==> src/mdr_pkg.sv <==
// package for the audio decoder host register bank
package mdr_pkg;

  // register addresses on the cpu special function register port
  localparam logic [7:0] CTRL_ADDR   = 8'haa;
  localparam logic [7:0] STREAM_ADDR = 8'hac;
  localparam logic [7:0] AUX_ADDR    = 8'haf;
  localparam logic [7:0] STAT_ADDR   = 8'hc8;

  // reset values
  localparam logic [7:0] CTRL_RESET = 8'h3f;
  localparam logic [7:0] STAT_RESET = 8'h01;

  // control bit positions
  localparam int CTRL_EN_BIT    = 7;
  localparam int CTRL_BOOST_BIT = 6;
  localparam int CTRL_CRCP_BIT  = 5;
  localparam int CTRL_MANC_BIT  = 4;
  localparam int CTRL_MREQ_BIT  = 3;
  localparam int CTRL_MLAY_BIT  = 2;
  localparam int CTRL_MSYN_BIT  = 1;
  localparam int CTRL_MCRC_BIT  = 0;

  // status bit positions
  localparam int STAT_ANC_BIT = 7;
  localparam int STAT_REQ_BIT = 6;
  localparam int STAT_LAY_BIT = 5;
  localparam int STAT_SYN_BIT = 4;
  localparam int STAT_CRC_BIT = 3;
  localparam int STAT_FS_LSB  = 1;
  localparam int STAT_VER_BIT = 0;

  // auxiliary status bit positions
  localparam int AUX_FREQ_BIT = 4;
  localparam int AUX_BREQ_BIT = 3;

  // sample rate codes (meaning depends on version bit)
  localparam logic [1:0] FS_441_2205 = 2'h0;
  localparam logic [1:0] FS_48_24    = 2'h1;
  localparam logic [1:0] FS_32_16    = 2'h2;
  localparam logic [1:0] FS_RESERVED = 2'h3;

  // bytes asked for by the first request after enable
  localparam int FIRST_FILL_BYTES = 1024;

  // events reported by the decoding datapath
  typedef struct packed {
    logic       byte_request;
    logic       frame_done;
    logic       layer_error;
    logic       sync_error;
    logic       crc_error;
    logic       header_valid;
    logic [1:0] sample_rate_code;
    logic       version_one;
    logic       aux_nonempty;
  } mdr_dec_evt_t;

  // controls driven towards the datapath
  typedef struct packed {
    logic decoder_enable;
    logic bass_boost_enable;
    logic crc_error_play_enable;
  } mdr_dec_ctl_t;

  // stream byte towards the datapath
  typedef struct packed {
    logic [7:0] stream_byte;
  } mdr_word_t;

endpackage

==> src/mdr_regs.sv <==
// host register bank of the audio layer 3 decoder
//
// Summary of operation
// - control bit 6 switches bass boost
// - control bit 5 plays crc-error frames
// - bits 4,3 mask ancillary and request interrupts
// - bits 2,1,0 mask layer/sync/crc error interrupts
// - control resets to 0x3f
// - ancillary flag follows buffer non-empty
// - request flag set by decoder, read clears
// - layer error flag set, read clears
// - sync error flag set, read clears
// - crc error flag set, read clears
// - bits 2-1 give header sample-rate code
// - bit 0 shows version one frame
// - status resets to 0x01
// - status is read-only, writes ignored
// - stream byte writes feed input buffer
// - rate code meaning depends on version
// - stream writes acknowledge; first request 1024 bytes
// - frame request holds, byte request cleared per write
// - unmasked set flag raises gated interrupt
`timescale 1ns/1ps
`default_nettype none
module mdr_regs #(
  parameter int BUF_DEPTH = 2
) (
  // clock and reset
  input  wire logic                clk_i,
  input  wire logic                rstn_i,
  // special function register port
  input  wire logic [7:0]          sfr_addr_i,
  input  wire logic                sfr_wr_i,
  input  wire logic                sfr_rd_i,
  input  wire logic [7:0]          sfr_wdata_i,
  output logic [7:0]               sfr_rdata_o,
  // cpu interrupt enables
  input  wire logic                decoder_irq_enable_i,
  input  wire logic                global_irq_enable_i,
  output logic                     decoder_irq_o,
  // decoding datapath
  input  wire mdr_pkg::mdr_dec_evt_t dec_evt_i,
  output mdr_pkg::mdr_dec_ctl_t    dec_ctl_o,
  output logic                     stream_valid_o,
  input  wire logic                stream_ready_i,
  output mdr_pkg::mdr_word_t       stream_word_o,
  output logic                     stream_full_o
);

  //////////////////////////////////////////////////////////////////////////
  // access decode
  logic wr_ctrl, wr_stream, rd_stat;
  assign wr_ctrl   = sfr_wr_i && (sfr_addr_i == mdr_pkg::CTRL_ADDR);
  assign wr_stream = sfr_wr_i && (sfr_addr_i == mdr_pkg::STREAM_ADDR);
  assign rd_stat   = sfr_rd_i && (sfr_addr_i == mdr_pkg::STAT_ADDR);

  //////////////////////////////////////////////////////////////////////////
  // control register
  logic [7:0] ctrl_q, ctrl_d;

  always_comb begin
    ctrl_d = ctrl_q;
    if (wr_ctrl) begin
      ctrl_d = sfr_wdata_i;
    end
  end

  always_ff @(posedge clk_i or negedge rstn_i) begin
    if (!rstn_i) begin
      ctrl_q <= mdr_pkg::CTRL_RESET;
    end else begin
      ctrl_q <= ctrl_d;
    end
  end

  logic dec_en;
  assign dec_en = ctrl_q[mdr_pkg::CTRL_EN_BIT];

  //////////////////////////////////////////////////////////////////////////
  // status flags: set beats read-clear
  logic anc_q, anc_d, req_q, req_d, lay_q, lay_d, syn_q, syn_d, crc_q, crc_d;
  logic [1:0] fs_q, fs_d;
  logic       ver_q, ver_d;

  always_comb begin
    anc_d = dec_evt_i.aux_nonempty;
    req_d = (dec_en && dec_evt_i.byte_request) || (req_q && !rd_stat);
    lay_d = (dec_en && dec_evt_i.layer_error) || (lay_q && !rd_stat);
    syn_d = (dec_en && dec_evt_i.sync_error) || (syn_q && !rd_stat);
    crc_d = (dec_en && dec_evt_i.crc_error) || (crc_q && !rd_stat);
    fs_d  = fs_q;
    ver_d = ver_q;
    // header fields only move on a decoded header
    if (dec_evt_i.header_valid) begin
      fs_d  = dec_evt_i.sample_rate_code;
      ver_d = dec_evt_i.version_one;
    end
  end

  always_ff @(posedge clk_i or negedge rstn_i) begin
    if (!rstn_i) begin
      anc_q <= 1'b0;
      req_q <= 1'b0;
      lay_q <= 1'b0;
      syn_q <= 1'b0;
      crc_q <= 1'b0;
      fs_q  <= mdr_pkg::STAT_RESET[2:1];
      ver_q <= mdr_pkg::STAT_RESET[0];
    end else begin
      anc_q <= anc_d;
      req_q <= req_d;
      lay_q <= lay_d;
      syn_q <= syn_d;
      crc_q <= crc_d;
      fs_q  <= fs_d;
      ver_q <= ver_d;
    end
  end

  logic [7:0] stat_v;
  // status writes have no decode, so they change nothing
  assign stat_v = {anc_q, req_q, lay_q, syn_q, crc_q, fs_q, ver_q};

  //////////////////////////////////////////////////////////////////////////
  // request handshake: frame request holds, byte request per write
  logic freq_q, freq_d, breq_q, breq_d;
  logic [10:0] fill_q, fill_d;
  logic        first_q, first_d;

  always_comb begin
    freq_d  = freq_q;
    breq_d  = breq_q;
    fill_d  = fill_q;
    first_d = first_q;
    if (!dec_en) begin
      // disabling stops requests and rearms the initial fill
      freq_d  = 1'b0;
      breq_d  = 1'b0;
      first_d = 1'b1;
      fill_d  = '0;
    end else begin
      if (dec_evt_i.byte_request) begin
        freq_d = 1'b1;
        breq_d = 1'b1;
        if (first_q) begin
          fill_d  = 11'(mdr_pkg::FIRST_FILL_BYTES);
          first_d = 1'b0;
        end
      end
      if (wr_stream) begin
        breq_d = 1'b0;
        if (fill_q != '0) begin
          fill_d = fill_q - 11'h1;
        end
      end
      // frame request drops on frame done once the fill count is done
      if (dec_evt_i.frame_done && (fill_d == '0)) begin
        freq_d = 1'b0;
      end
    end
  end

  always_ff @(posedge clk_i or negedge rstn_i) begin
    if (!rstn_i) begin
      freq_q  <= 1'b0;
      breq_q  <= 1'b0;
      fill_q  <= '0;
      first_q <= 1'b1;
    end else begin
      freq_q  <= freq_d;
      breq_q  <= breq_d;
      fill_q  <= fill_d;
      first_q <= first_d;
    end
  end

  logic [7:0] aux_v;
  always_comb begin
    aux_v = 8'h00;
    aux_v[mdr_pkg::AUX_FREQ_BIT] = freq_q;
    aux_v[mdr_pkg::AUX_BREQ_BIT] = breq_q;
  end

  //////////////////////////////////////////////////////////////////////////
  // read data register
  logic [7:0] rdata_q, rdata_d;
  always_comb begin
    case (sfr_addr_i)
      mdr_pkg::CTRL_ADDR: rdata_d = ctrl_q;
      mdr_pkg::STAT_ADDR: rdata_d = stat_v;
      mdr_pkg::AUX_ADDR:  rdata_d = aux_v;
      default:            rdata_d = 8'h00;
    endcase
  end

  always_ff @(posedge clk_i or negedge rstn_i) begin
    if (!rstn_i) begin
      rdata_q <= 8'h00;
    end else begin
      rdata_q <= rdata_d;
    end
  end
  assign sfr_rdata_o = rdata_q;

  //////////////////////////////////////////////////////////////////////////
  // interrupt and datapath controls, all registered
  logic irq_q, irq_d;
  mdr_pkg::mdr_dec_ctl_t ctl_q, ctl_d;
  always_comb begin
    irq_d = ((anc_q && !ctrl_q[mdr_pkg::CTRL_MANC_BIT])
          || (req_q && !ctrl_q[mdr_pkg::CTRL_MREQ_BIT])
          || (lay_q && !ctrl_q[mdr_pkg::CTRL_MLAY_BIT])
          || (syn_q && !ctrl_q[mdr_pkg::CTRL_MSYN_BIT])
          || (crc_q && !ctrl_q[mdr_pkg::CTRL_MCRC_BIT]))
          && decoder_irq_enable_i && global_irq_enable_i;
    ctl_d.decoder_enable        = ctrl_d[mdr_pkg::CTRL_EN_BIT];
    ctl_d.bass_boost_enable     = ctrl_d[mdr_pkg::CTRL_BOOST_BIT];
    ctl_d.crc_error_play_enable = ctrl_d[mdr_pkg::CTRL_CRCP_BIT];
  end

  always_ff @(posedge clk_i or negedge rstn_i) begin
    if (!rstn_i) begin
      irq_q <= 1'b0;
      ctl_q <= '{decoder_enable: 1'b0, bass_boost_enable: 1'b0,
                 crc_error_play_enable: 1'b0};
    end else begin
      irq_q <= irq_d;
      ctl_q <= ctl_d;
    end
  end
  assign decoder_irq_o = irq_q;
  assign dec_ctl_o     = ctl_q;

  //////////////////////////////////////////////////////////////////////////
  // stream byte path through a two-entry buffer; full goes to the datapath on stream_full_o
  logic       buf_ready, buf_valid;
  logic [7:0] buf_data;
  mdr_skid_buf #(
    .WIDTH (8),
    .DEPTH (BUF_DEPTH)
  ) u_buf (
    .clk_i       (clk_i),
    .rstn_i      (rstn_i),
    .in_valid_i  (wr_stream),
    .in_ready_o  (buf_ready),
    .in_data_i   (sfr_wdata_i),
    .out_valid_o (buf_valid),
    .out_ready_i (stream_ready_i && !(stream_valid_o)),
    .out_data_o  (buf_data)
  );

  // output stage register so the datapath sees flops only
  logic       sv_q, sv_d, full_q;
  logic [7:0] sd_q, sd_d;
  always_comb begin
    sv_d = sv_q;
    sd_d = sd_q;
    if (sv_q && stream_ready_i) begin
      sv_d = 1'b0;
    end
    if (!sv_q && buf_valid && stream_ready_i) begin
      sv_d = 1'b1;
      sd_d = buf_data;
    end
  end

  always_ff @(posedge clk_i or negedge rstn_i) begin
    if (!rstn_i) begin
      sv_q   <= 1'b0;
      sd_q   <= 8'h00;
      full_q <= 1'b0;
    end else begin
      sv_q   <= sv_d;
      sd_q   <= sd_d;
      full_q <= !buf_ready;
    end
  end
  assign stream_valid_o            = sv_q;
  assign stream_word_o.stream_byte = sd_q;
  assign stream_full_o             = full_q;

  //////////////////////////////////////////////////////////////////////////
  // checks
  a_ctrl_reset: assert property (@(posedge clk_i) $rose(rstn_i) |-> ctrl_q == 8'h3f)
    else $error("control not at reset value");
  a_req_set_wins: assert property (@(posedge clk_i) disable iff (!rstn_i)
    (dec_en && dec_evt_i.byte_request) |=> req_q)
    else $error("request flag lost");
  a_flag_clear: assert property (@(posedge clk_i) disable iff (!rstn_i)
    (rd_stat && !dec_evt_i.layer_error) |=> !lay_q)
    else $error("layer flag not cleared");
  a_anc_follow: assert property (@(posedge clk_i) disable iff (!rstn_i)
    1'b1 |=> anc_q == $past(dec_evt_i.aux_nonempty))
    else $error("ancillary flag mismatch");
  a_breq_clear: assert property (@(posedge clk_i) disable iff (!rstn_i)
    (wr_stream && !dec_evt_i.byte_request) |=> !breq_q)
    else $error("byte request not cleared");
  a_irq_masked: assert property (@(posedge clk_i) disable iff (!rstn_i)
    (ctrl_q[4:0] == 5'h1f) |=> !decoder_irq_o)
    else $error("masked interrupt raised");
  a_disable_req: assert property (@(posedge clk_i) disable iff (!rstn_i)
    !dec_en |=> !freq_q && !breq_q)
    else $error("request while disabled");
  a_ctrl_boost: assert property (@(posedge clk_i) disable iff (!rstn_i)
    wr_ctrl |=> dec_ctl_o.bass_boost_enable == $past(sfr_wdata_i[6]))
    else $error("boost not following control");
endmodule
`default_nettype wire

==> src/mdr_skid_buf.sv <==
// two-entry buffer with valid and ready on both sides
`timescale 1ns/1ps
`default_nettype none
module mdr_skid_buf #(
  parameter int WIDTH = 8,
  parameter int DEPTH = 2
) (
  // clock and reset
  input  wire logic             clk_i,
  input  wire logic             rstn_i,
  // fill side
  input  wire logic             in_valid_i,
  output logic                  in_ready_o,
  input  wire logic [WIDTH-1:0] in_data_i,
  // drain side
  output logic                  out_valid_o,
  input  wire logic             out_ready_i,
  output logic [WIDTH-1:0]      out_data_o
);
  localparam int AW = (DEPTH > 1) ? $clog2(DEPTH) : 1;

  logic [WIDTH-1:0] mem_q [DEPTH];
  logic [WIDTH-1:0] mem_d [DEPTH];
  logic [AW-1:0]    wr_q, wr_d, rd_q, rd_d;
  logic [AW:0]      cnt_q, cnt_d;
  logic             push, pop;

  // pointer and storage update; full refuses pushes so nothing is overwritten
  always_comb begin
    push  = in_valid_i && in_ready_o;
    pop   = (cnt_q != '0) && out_ready_i;
    mem_d = mem_q;
    wr_d  = wr_q;
    rd_d  = rd_q;
    cnt_d = cnt_q;
    if (push) begin
      mem_d[wr_q] = in_data_i;
      wr_d = (wr_q == AW'(DEPTH - 1)) ? '0 : wr_q + 1'b1;
    end
    if (pop) begin
      rd_d = (rd_q == AW'(DEPTH - 1)) ? '0 : rd_q + 1'b1;
    end
    cnt_d = cnt_q + (AW+1)'(push) - (AW+1)'(pop);
  end

  always_ff @(posedge clk_i or negedge rstn_i) begin
    if (!rstn_i) begin
      for (int i = 0; i < DEPTH; i++) begin
        mem_q[i] <= '0;
      end
      wr_q  <= '0;
      rd_q  <= '0;
      cnt_q <= '0;
    end else begin
      mem_q <= mem_d;
      wr_q  <= wr_d;
      rd_q  <= rd_d;
      cnt_q <= cnt_d;
    end
  end

  assign in_ready_o  = (cnt_q != (AW+1)'(DEPTH));
  assign out_valid_o = (cnt_q != '0);
  assign out_data_o  = mem_q[rd_q];
endmodule
`default_nettype wire
==> config.mk <==
export PLATFORM = sky130hd
export DESIGN_NAME = mdr_regs
export DESIGN_NICKNAME = d
export VERILOG_FILES = /design/src/mdr_pkg.sv /design/src/mdr_regs.sv /design/src/mdr_skid_buf.sv
export SDC_FILE = /design/constraint.sdc
export NUM_CORES = 1
export LEC_CHECK = 0
export BUFFER_PORTS_ARGS = -buffer_cell sky130_fd_sc_hd__buf_2
export CAP_MARGIN = 20
export CORE_ASPECT_RATIO = 0.9
export CORE_MARGIN = 2
export CORE_UTILIZATION = 60
export DETAILED_ROUTE_END_ITERATION = 10
export GPL_TIMING_DRIVEN = 0
export PLACE_DENSITY_LB_ADDON = 0.2
export SYNTH_ARGS = -nofsm -noshare
export SYNTH_HDL_FRONTEND = slang
export SYNTH_SLANG_ARGS = --single-unit
==> constraint.sdc <==
create_clock -name clk_i -period 6.4 [get_ports clk_i]
set_input_delay 1.28 -clock clk_i [delete_from_list [all_inputs] [get_ports clk_i]]
set_output_delay 1.28 -clock clk_i [all_outputs]
set_load 0.02 [all_outputs]
# --- After elaboration in Yosys (flattened, before gate mapping) ---
# Cells that the tools add are included.
# W data, S select, Z words.
classes:
  n_addsub: 5
  n_mul: 0
  n_div: 0
  magnitude_cmp: 3
  eq_ne: 8
  shift: 0
  muxes: 25
  bitwise_logic: 2
  reduce_logical: 46
ops:
  columns: ["op", "n"]
  rows:
  - ["$mux W11", 6]
  - ["$mux W8", 5]
  - ["$eq A8 B8 Y1 const B", 4]
  - ["$logic_and A1 B1 Y1", 26]
  - ["$pmux W8 S3", 1]
  - ["$bwmux W16", 1]
  - ["$logic_not A11 Y1", 1]
  - ["$mux W1", 11]
  - ["$reduce_bool A11 Y1", 1]
  - ["$sub A11 B1 Y11 const B", 1]
  - ["$demux W8 S1", 1]
  - ["$logic_not A1 Y1", 8]
  - ["$logic_or A1 B1 Y1", 8]
  - ["$ne A3 B2 Y1 const B", 2]
  - ["$ge A2 B2 Y1 const B", 2]
  - ["$ne A2 B2 Y1 const B", 2]
  - ["$not A1 Y2", 2]
  - ["$reduce_bool A2 Y1", 2]
  - ["$add A1 B1 Y1 const B", 2]
  - ["$add A2 B1 Y2", 1]
  - ["$lt A2 B1 Y1 const B", 1]
  - ["$sub A2 B1 Y2", 1]
word_totals:
  register_bits: 72
  latchBits: 0
  ramBits: 0
  mem_bits_ro: 0
  in_bits: 33
  output_inout_bits: 22
  elab_cells: 115
  memories: 0

# --- Longest topological paths before layout ---
logic_depth:
  word_depth: 9
  depth_mapped: 9
  mapped_depth_nobuf: 8

# --- Modules after synthesis ---
# A second synthesis with hierarchy kept.
hier_totals:
  hier_cells: 261
  hier_area_um2: 3215.6
by_module_without_submodules:
  columns: ["module", "n_inst", "cells_each", "area_each_um2", "seq_area_each_um2"]
  rows:
  - ["mdr_regs", 1, 198, 2302.2, 1261.2]
  - ["mdr_skid_buf", 1, 63, 913.4, 500.5]

# --- Worst setup path after synthesis ---
# Ideal clock, no wire load.
synth_path:
  path_kind: "input to register"
  from: "input sfr_addr_i[6]"
  to: "register u_buf.mem_q[10] (netlist name)"
  setup_time_ps: 127
  t_arrival_ps: 2624
  required_time_ps: 6273
  path_slack_ps: 3648
  path_stages: 6
  path_buffers: 1
  path_cell_list: "nand3b_1 nor4_4 and2b_1 nor2b_1 buf_4 mux2_1"
synth_between:
  elab_chain_len: 3
synth_rtl:
  columns: ["item", "line_no", "rtl"]
  rows:
  - ["start, declared", "mdr_regs.sv:32", "input wire logic [7:0] sfr_addr_i,"]
  - ["$eq A8 B8 Y1", "mdr_regs.sv:54", "assign wr_stream = sfr_wr_i && (sfr_addr_i == mdr_pkg::STREAM_ADDR);"]
  - ["$logic_and A1 B1 Y1", "mdr_regs.sv:54", null]
  - ["$logic_and A1 B1 Y1", "mdr_skid_buf.sv:30", "push = in_valid_i && in_ready_o;"]
  - ["net u_buf.push", "mdr_skid_buf.sv:26", "logic push, pop;"]
  - ["end signal, assigned", "mdr_skid_buf.sv:55", "mem_q <= mem_d;"]
  - ["end, declared", "mdr_skid_buf.sv:22", "logic [WIDTH-1:0] mem_q [DEPTH];"]
# The timed path passes the listed nets, and every way through them passes these cells.
# A chain may end at the register's enable or synchronous reset.

# --- Worst setup path after layout ---
layout_path:
  from: "input stream_ready_i"
  to: "register u_buf.cnt_q[1]"
layout_between:
  elab_chain_len: 3
layout_rtl:
  columns: ["item", "line_no", "rtl"]
  rows:
  - ["start, declared", "mdr_regs.sv:45", "input wire logic stream_ready_i,"]
  - ["$logic_and A1 B1 Y1", "mdr_regs.sv:248", ".out_ready_i (stream_ready_i && !(stream_valid_o)),"]
  - ["$logic_and A1 B1 Y1", "mdr_skid_buf.sv:31", "pop = (cnt_q != '0) && out_ready_i;"]
  - ["net u_buf.pop", "mdr_skid_buf.sv:26", null]
  - ["$sub A2 B1 Y2", "mdr_skid_buf.sv:43", "cnt_d = cnt_q + (AW+1)'(push) - (AW+1)'(pop);"]
  - ["net u_buf.cnt_d[1]", "mdr_skid_buf.sv:25", "logic [AW:0] cnt_q, cnt_d;"]
  - ["end signal, assigned", "mdr_skid_buf.sv:58", "cnt_q <= cnt_d;"]
  - ["end, declared", "mdr_skid_buf.sv:25", null]
# The timed path passes the listed nets, and every way through them passes these cells.

==> run summary <==
root buffer cell - clkbuf_8
Fin. Hold Viols - 0
Max-Cap Viols - 0
critical path class - in -> reg
register area share after synthesis - 0.549
setup TNS - 0 ns
initial core utilization - 0.618
Nets - 365
f_max - 354 MHz
Final Wtd Congestion - 0.900
CORE AREA - 0.00519 mm^2
FF+latch area - 0.00176 mm^2
Final Setup Violations - 0
worst hold margin - 0.469 ns
total CTS buffers - 9
reg-to-reg critical path startpoint - u_buf.cnt_q[1]$_DFF_PN0_
post-synthesis instance area - 0.00321 mm^2
maximum vdd ir drop - 0.000250 V
Design Power - 1060 uW
cells after synthesis - 264
number of synthesized register bits - 70
Post-synth ARST share - 1.00
synth unique cells - 53
first-pass GRT wire length - 10600 um
final routed DRC violation total - 0
worst-margin pin slew - 0.857 ns
vias in the first global route - 2174
critical path startpoint - stream_ready_i
CP arrival - 3.10 ns
P&R area growth vs syn - 17.8%
total number of vias - 2250
fin crit period - 2.82 ns
CTS max path bufs - 2
Skew-Pair Late Insertion Delay - 0.35 ns
Reg2Reg Setup Slack - 3.90 ns
placed insts - 385
Total GRT Usage - 0.240
Final Instance Area - 0.00378 mm^2
Detail Route Antenna Nets - 0
min-delay src - u_buf.cnt_q[0]$_DFF_PN0_
RSZ-0062 raised after global routing - no
# fillers - 364
Slew HR - 0.428
Die X - 81.1 um
dpl cell area - 0.00356 mm^2
worst hold stages - 1
Final Instance Count excl. Fillers - 401
Detailed Route Iter0 Violations - 145
cell area power density - 282 mW/mm^2
Worst-path clk slew - 0.07 ns
clk sinks - 70
Synth Flop Type - dfrtp_1
Register-to-Register Path Depth - 8
Worst setup EP type - register
Startpoint Class - primary input
ratio of cells with drive above 1 in the final layout - 0.311
Post-synth EDFFs - 0
grt ovf - 0
clock skew - 0.00568 ns
number of buffers added on ports - 54
Tcrit/Tclk final - 0.441
class of the worst hold path - reg -> reg
status - finished clean
syn nets - 300
Yosys warnings - 0
TritonCTS clock tree - done
hold_buf cts - 0
syn_area_per_cell - 12.2 um^2
IO Pins - 55
H-tree Lvls - 3
Worst Path Required - 6.67 ns
initial antenna violation count - 0
Slew Viols, Final - 0
DRT Pass-1 Iters - 4
Multi-input gate area - 0.00133 mm^2
Crit Path Max Fanout - 10
n_diodes - 0
Rows - 25
Pleak - 0.00194 uW
hpwl dp - 4660 um
WL per Instance - 16.5 um
largest net degree at the start of global routing - 71
buffer count from post-CTS setup fixing - 0
Die Area - 0.00595 mm^2
# resized after CTS - 0
Die Span Y - 73.4 um
drt total wl - 6610 um
Vias per Instance - 5.61
-- per-stage QoR --
| stage | utilization | worst slack [ns] |
|---|---|---|
| after floorplan | - | 3.65 |
| after global placement | 0.686 | 3.27 |
| after detailed placement | 0.687 | 3.19 |
| after CTS | 0.728 | 3.52 |
| after global routing | 0.728 | 3.39 |
| final | 0.728 | 3.58 |
-- cell families after synthesis --
group / Yosys count / synth area share
adder cells (fa/ha/maj): 3 / 0.0117
AO/OA/AOI/OAI: 55 / 0.117
multiplexers: 35 / 0.128
flip-flops: 70 / 0.549
XOR/XNOR: 4 / 0.0109
AND/OR/NAND/NOR: 75 / 0.148
buffers and inverters: 22 / 0.0351
-- report_power, final --
group	switching, uW	total (uW)	internal (uW)
clock network	159	388	229
registers	25.2	511	486
logic	96.2	165	68.6
-- registers in the layout, summed over array words and instances (netlist names), 2 cells and up --
register,cells
fs_q,2
fill_q,11
stream_word_o,8
ctrl_q,8
u_buf.cnt_q,2
u_buf.mem_q,16
sfr_rdata_o,8
-- layer usage --
| layer | global-route usage | vias up | part of all wire |
|---|---|---|---|
| met2 | 0.369 | 70 | 0.47 |
| li1 | - | 1081 | - |
| met1 | 0.337 | 1091 | 0.46 |
| met5 | 0 | - | 0 |
| met3 | 0.0614 | 8 | 0.059 |
| met4 | 0.0734 | 0 | 0.0079 |
-- worst paths after layout --
path / end
worst max-delay path: u_buf.cnt_q[1]$_DFF_PN0_
worst min-delay path: stream_full_o$_DFF_PN0_
worst max register to register: u_buf.cnt_q[1]$_DFF_PN0_
worst min register to register: stream_full_o$_DFF_PN0_
max in group asynchronous: stream_word_o[4]$_DFFE_PN0P_
min in group asynchronous: breq_q$_DFFE_PN0P_
-- placed cells by master (no fill, tap or decap), types with 2 or more instances in the layout --
cell and count:
a21boi_1 5, a21oi_1 6, a22o_1 10, a22oi_1 2
a31oi_1 3, and3_1 4, buf_2 53, buf_4 5
buf_6 2, bufinv_16 2, clkbuf_1 5, clkbuf_8 10
clkinv_2 2, dfrtp_1 62, dfstp_2 8, ha_1 3
inv_1 12, mux2_1 17, mux2_2 3, mux2_4 7
mux2i_1 8, nand2_1 20, nand2b_1 3, nand3_1 4
nand3b_1 2, nand4_1 2, nor2_1 12, nor2b_1 4
nor3_1 6, o211ai_1 3, o21a_1 2, o21ai_0 18
or3_1 3, xnor2_1 3
-- cells in the mapped netlist (4+ instances only) --
library cell / number / area, um^2
mux2i_1: 8 / 80.1
dfstp_2: 8 / 210
buf_4: 4 / 30.0
a21oi_1: 6 / 30.0
nor2b_1: 4 / 25.0
dfrtp_1: 62 / 1550
nor2_1: 12 / 45.0
mux2_4: 7 / 105
mux2_1: 17 / 191
o21ai_0: 18 / 90.1
a22o_1: 10 / 87.6
inv_1: 12 / 45.0
nand2_1: 20 / 75.1
a21boi_1: 5 / 37.5
and3_1: 4 / 25.0
nand3_1: 4 / 20.0
nor3_1: 6 / 30.0
-- critical path, cell delays in order --
cell	delay (ns)
buf_2	0.10
o211ai_1	0.34
clkbuf_1	0.46
inv_1	0.10
ha_1	0.29
inv_1	0.04
ha_1	0.18
xnor2_1	0.17
xnor2_1	0.13
-- cell type report --
| type | instances | share of cell area |
|---|---|---|
| Sequential cell | 70 | 0.466 |
| Multi-Input combinational cell | 172 | 0.353 |
| Timing Repair Buffer | 54 | 0.0722 |
| Clock buffer | 12 | 0.0384 |
| Tap cell | 67 | 0.0222 |
| Clock inverter | 4 | 0.0185 |
| Buffer | 10 | 0.0179 |
| Inverter | 12 | 0.0119 |
Note: power is estimated with default switching activity, not from simulation.
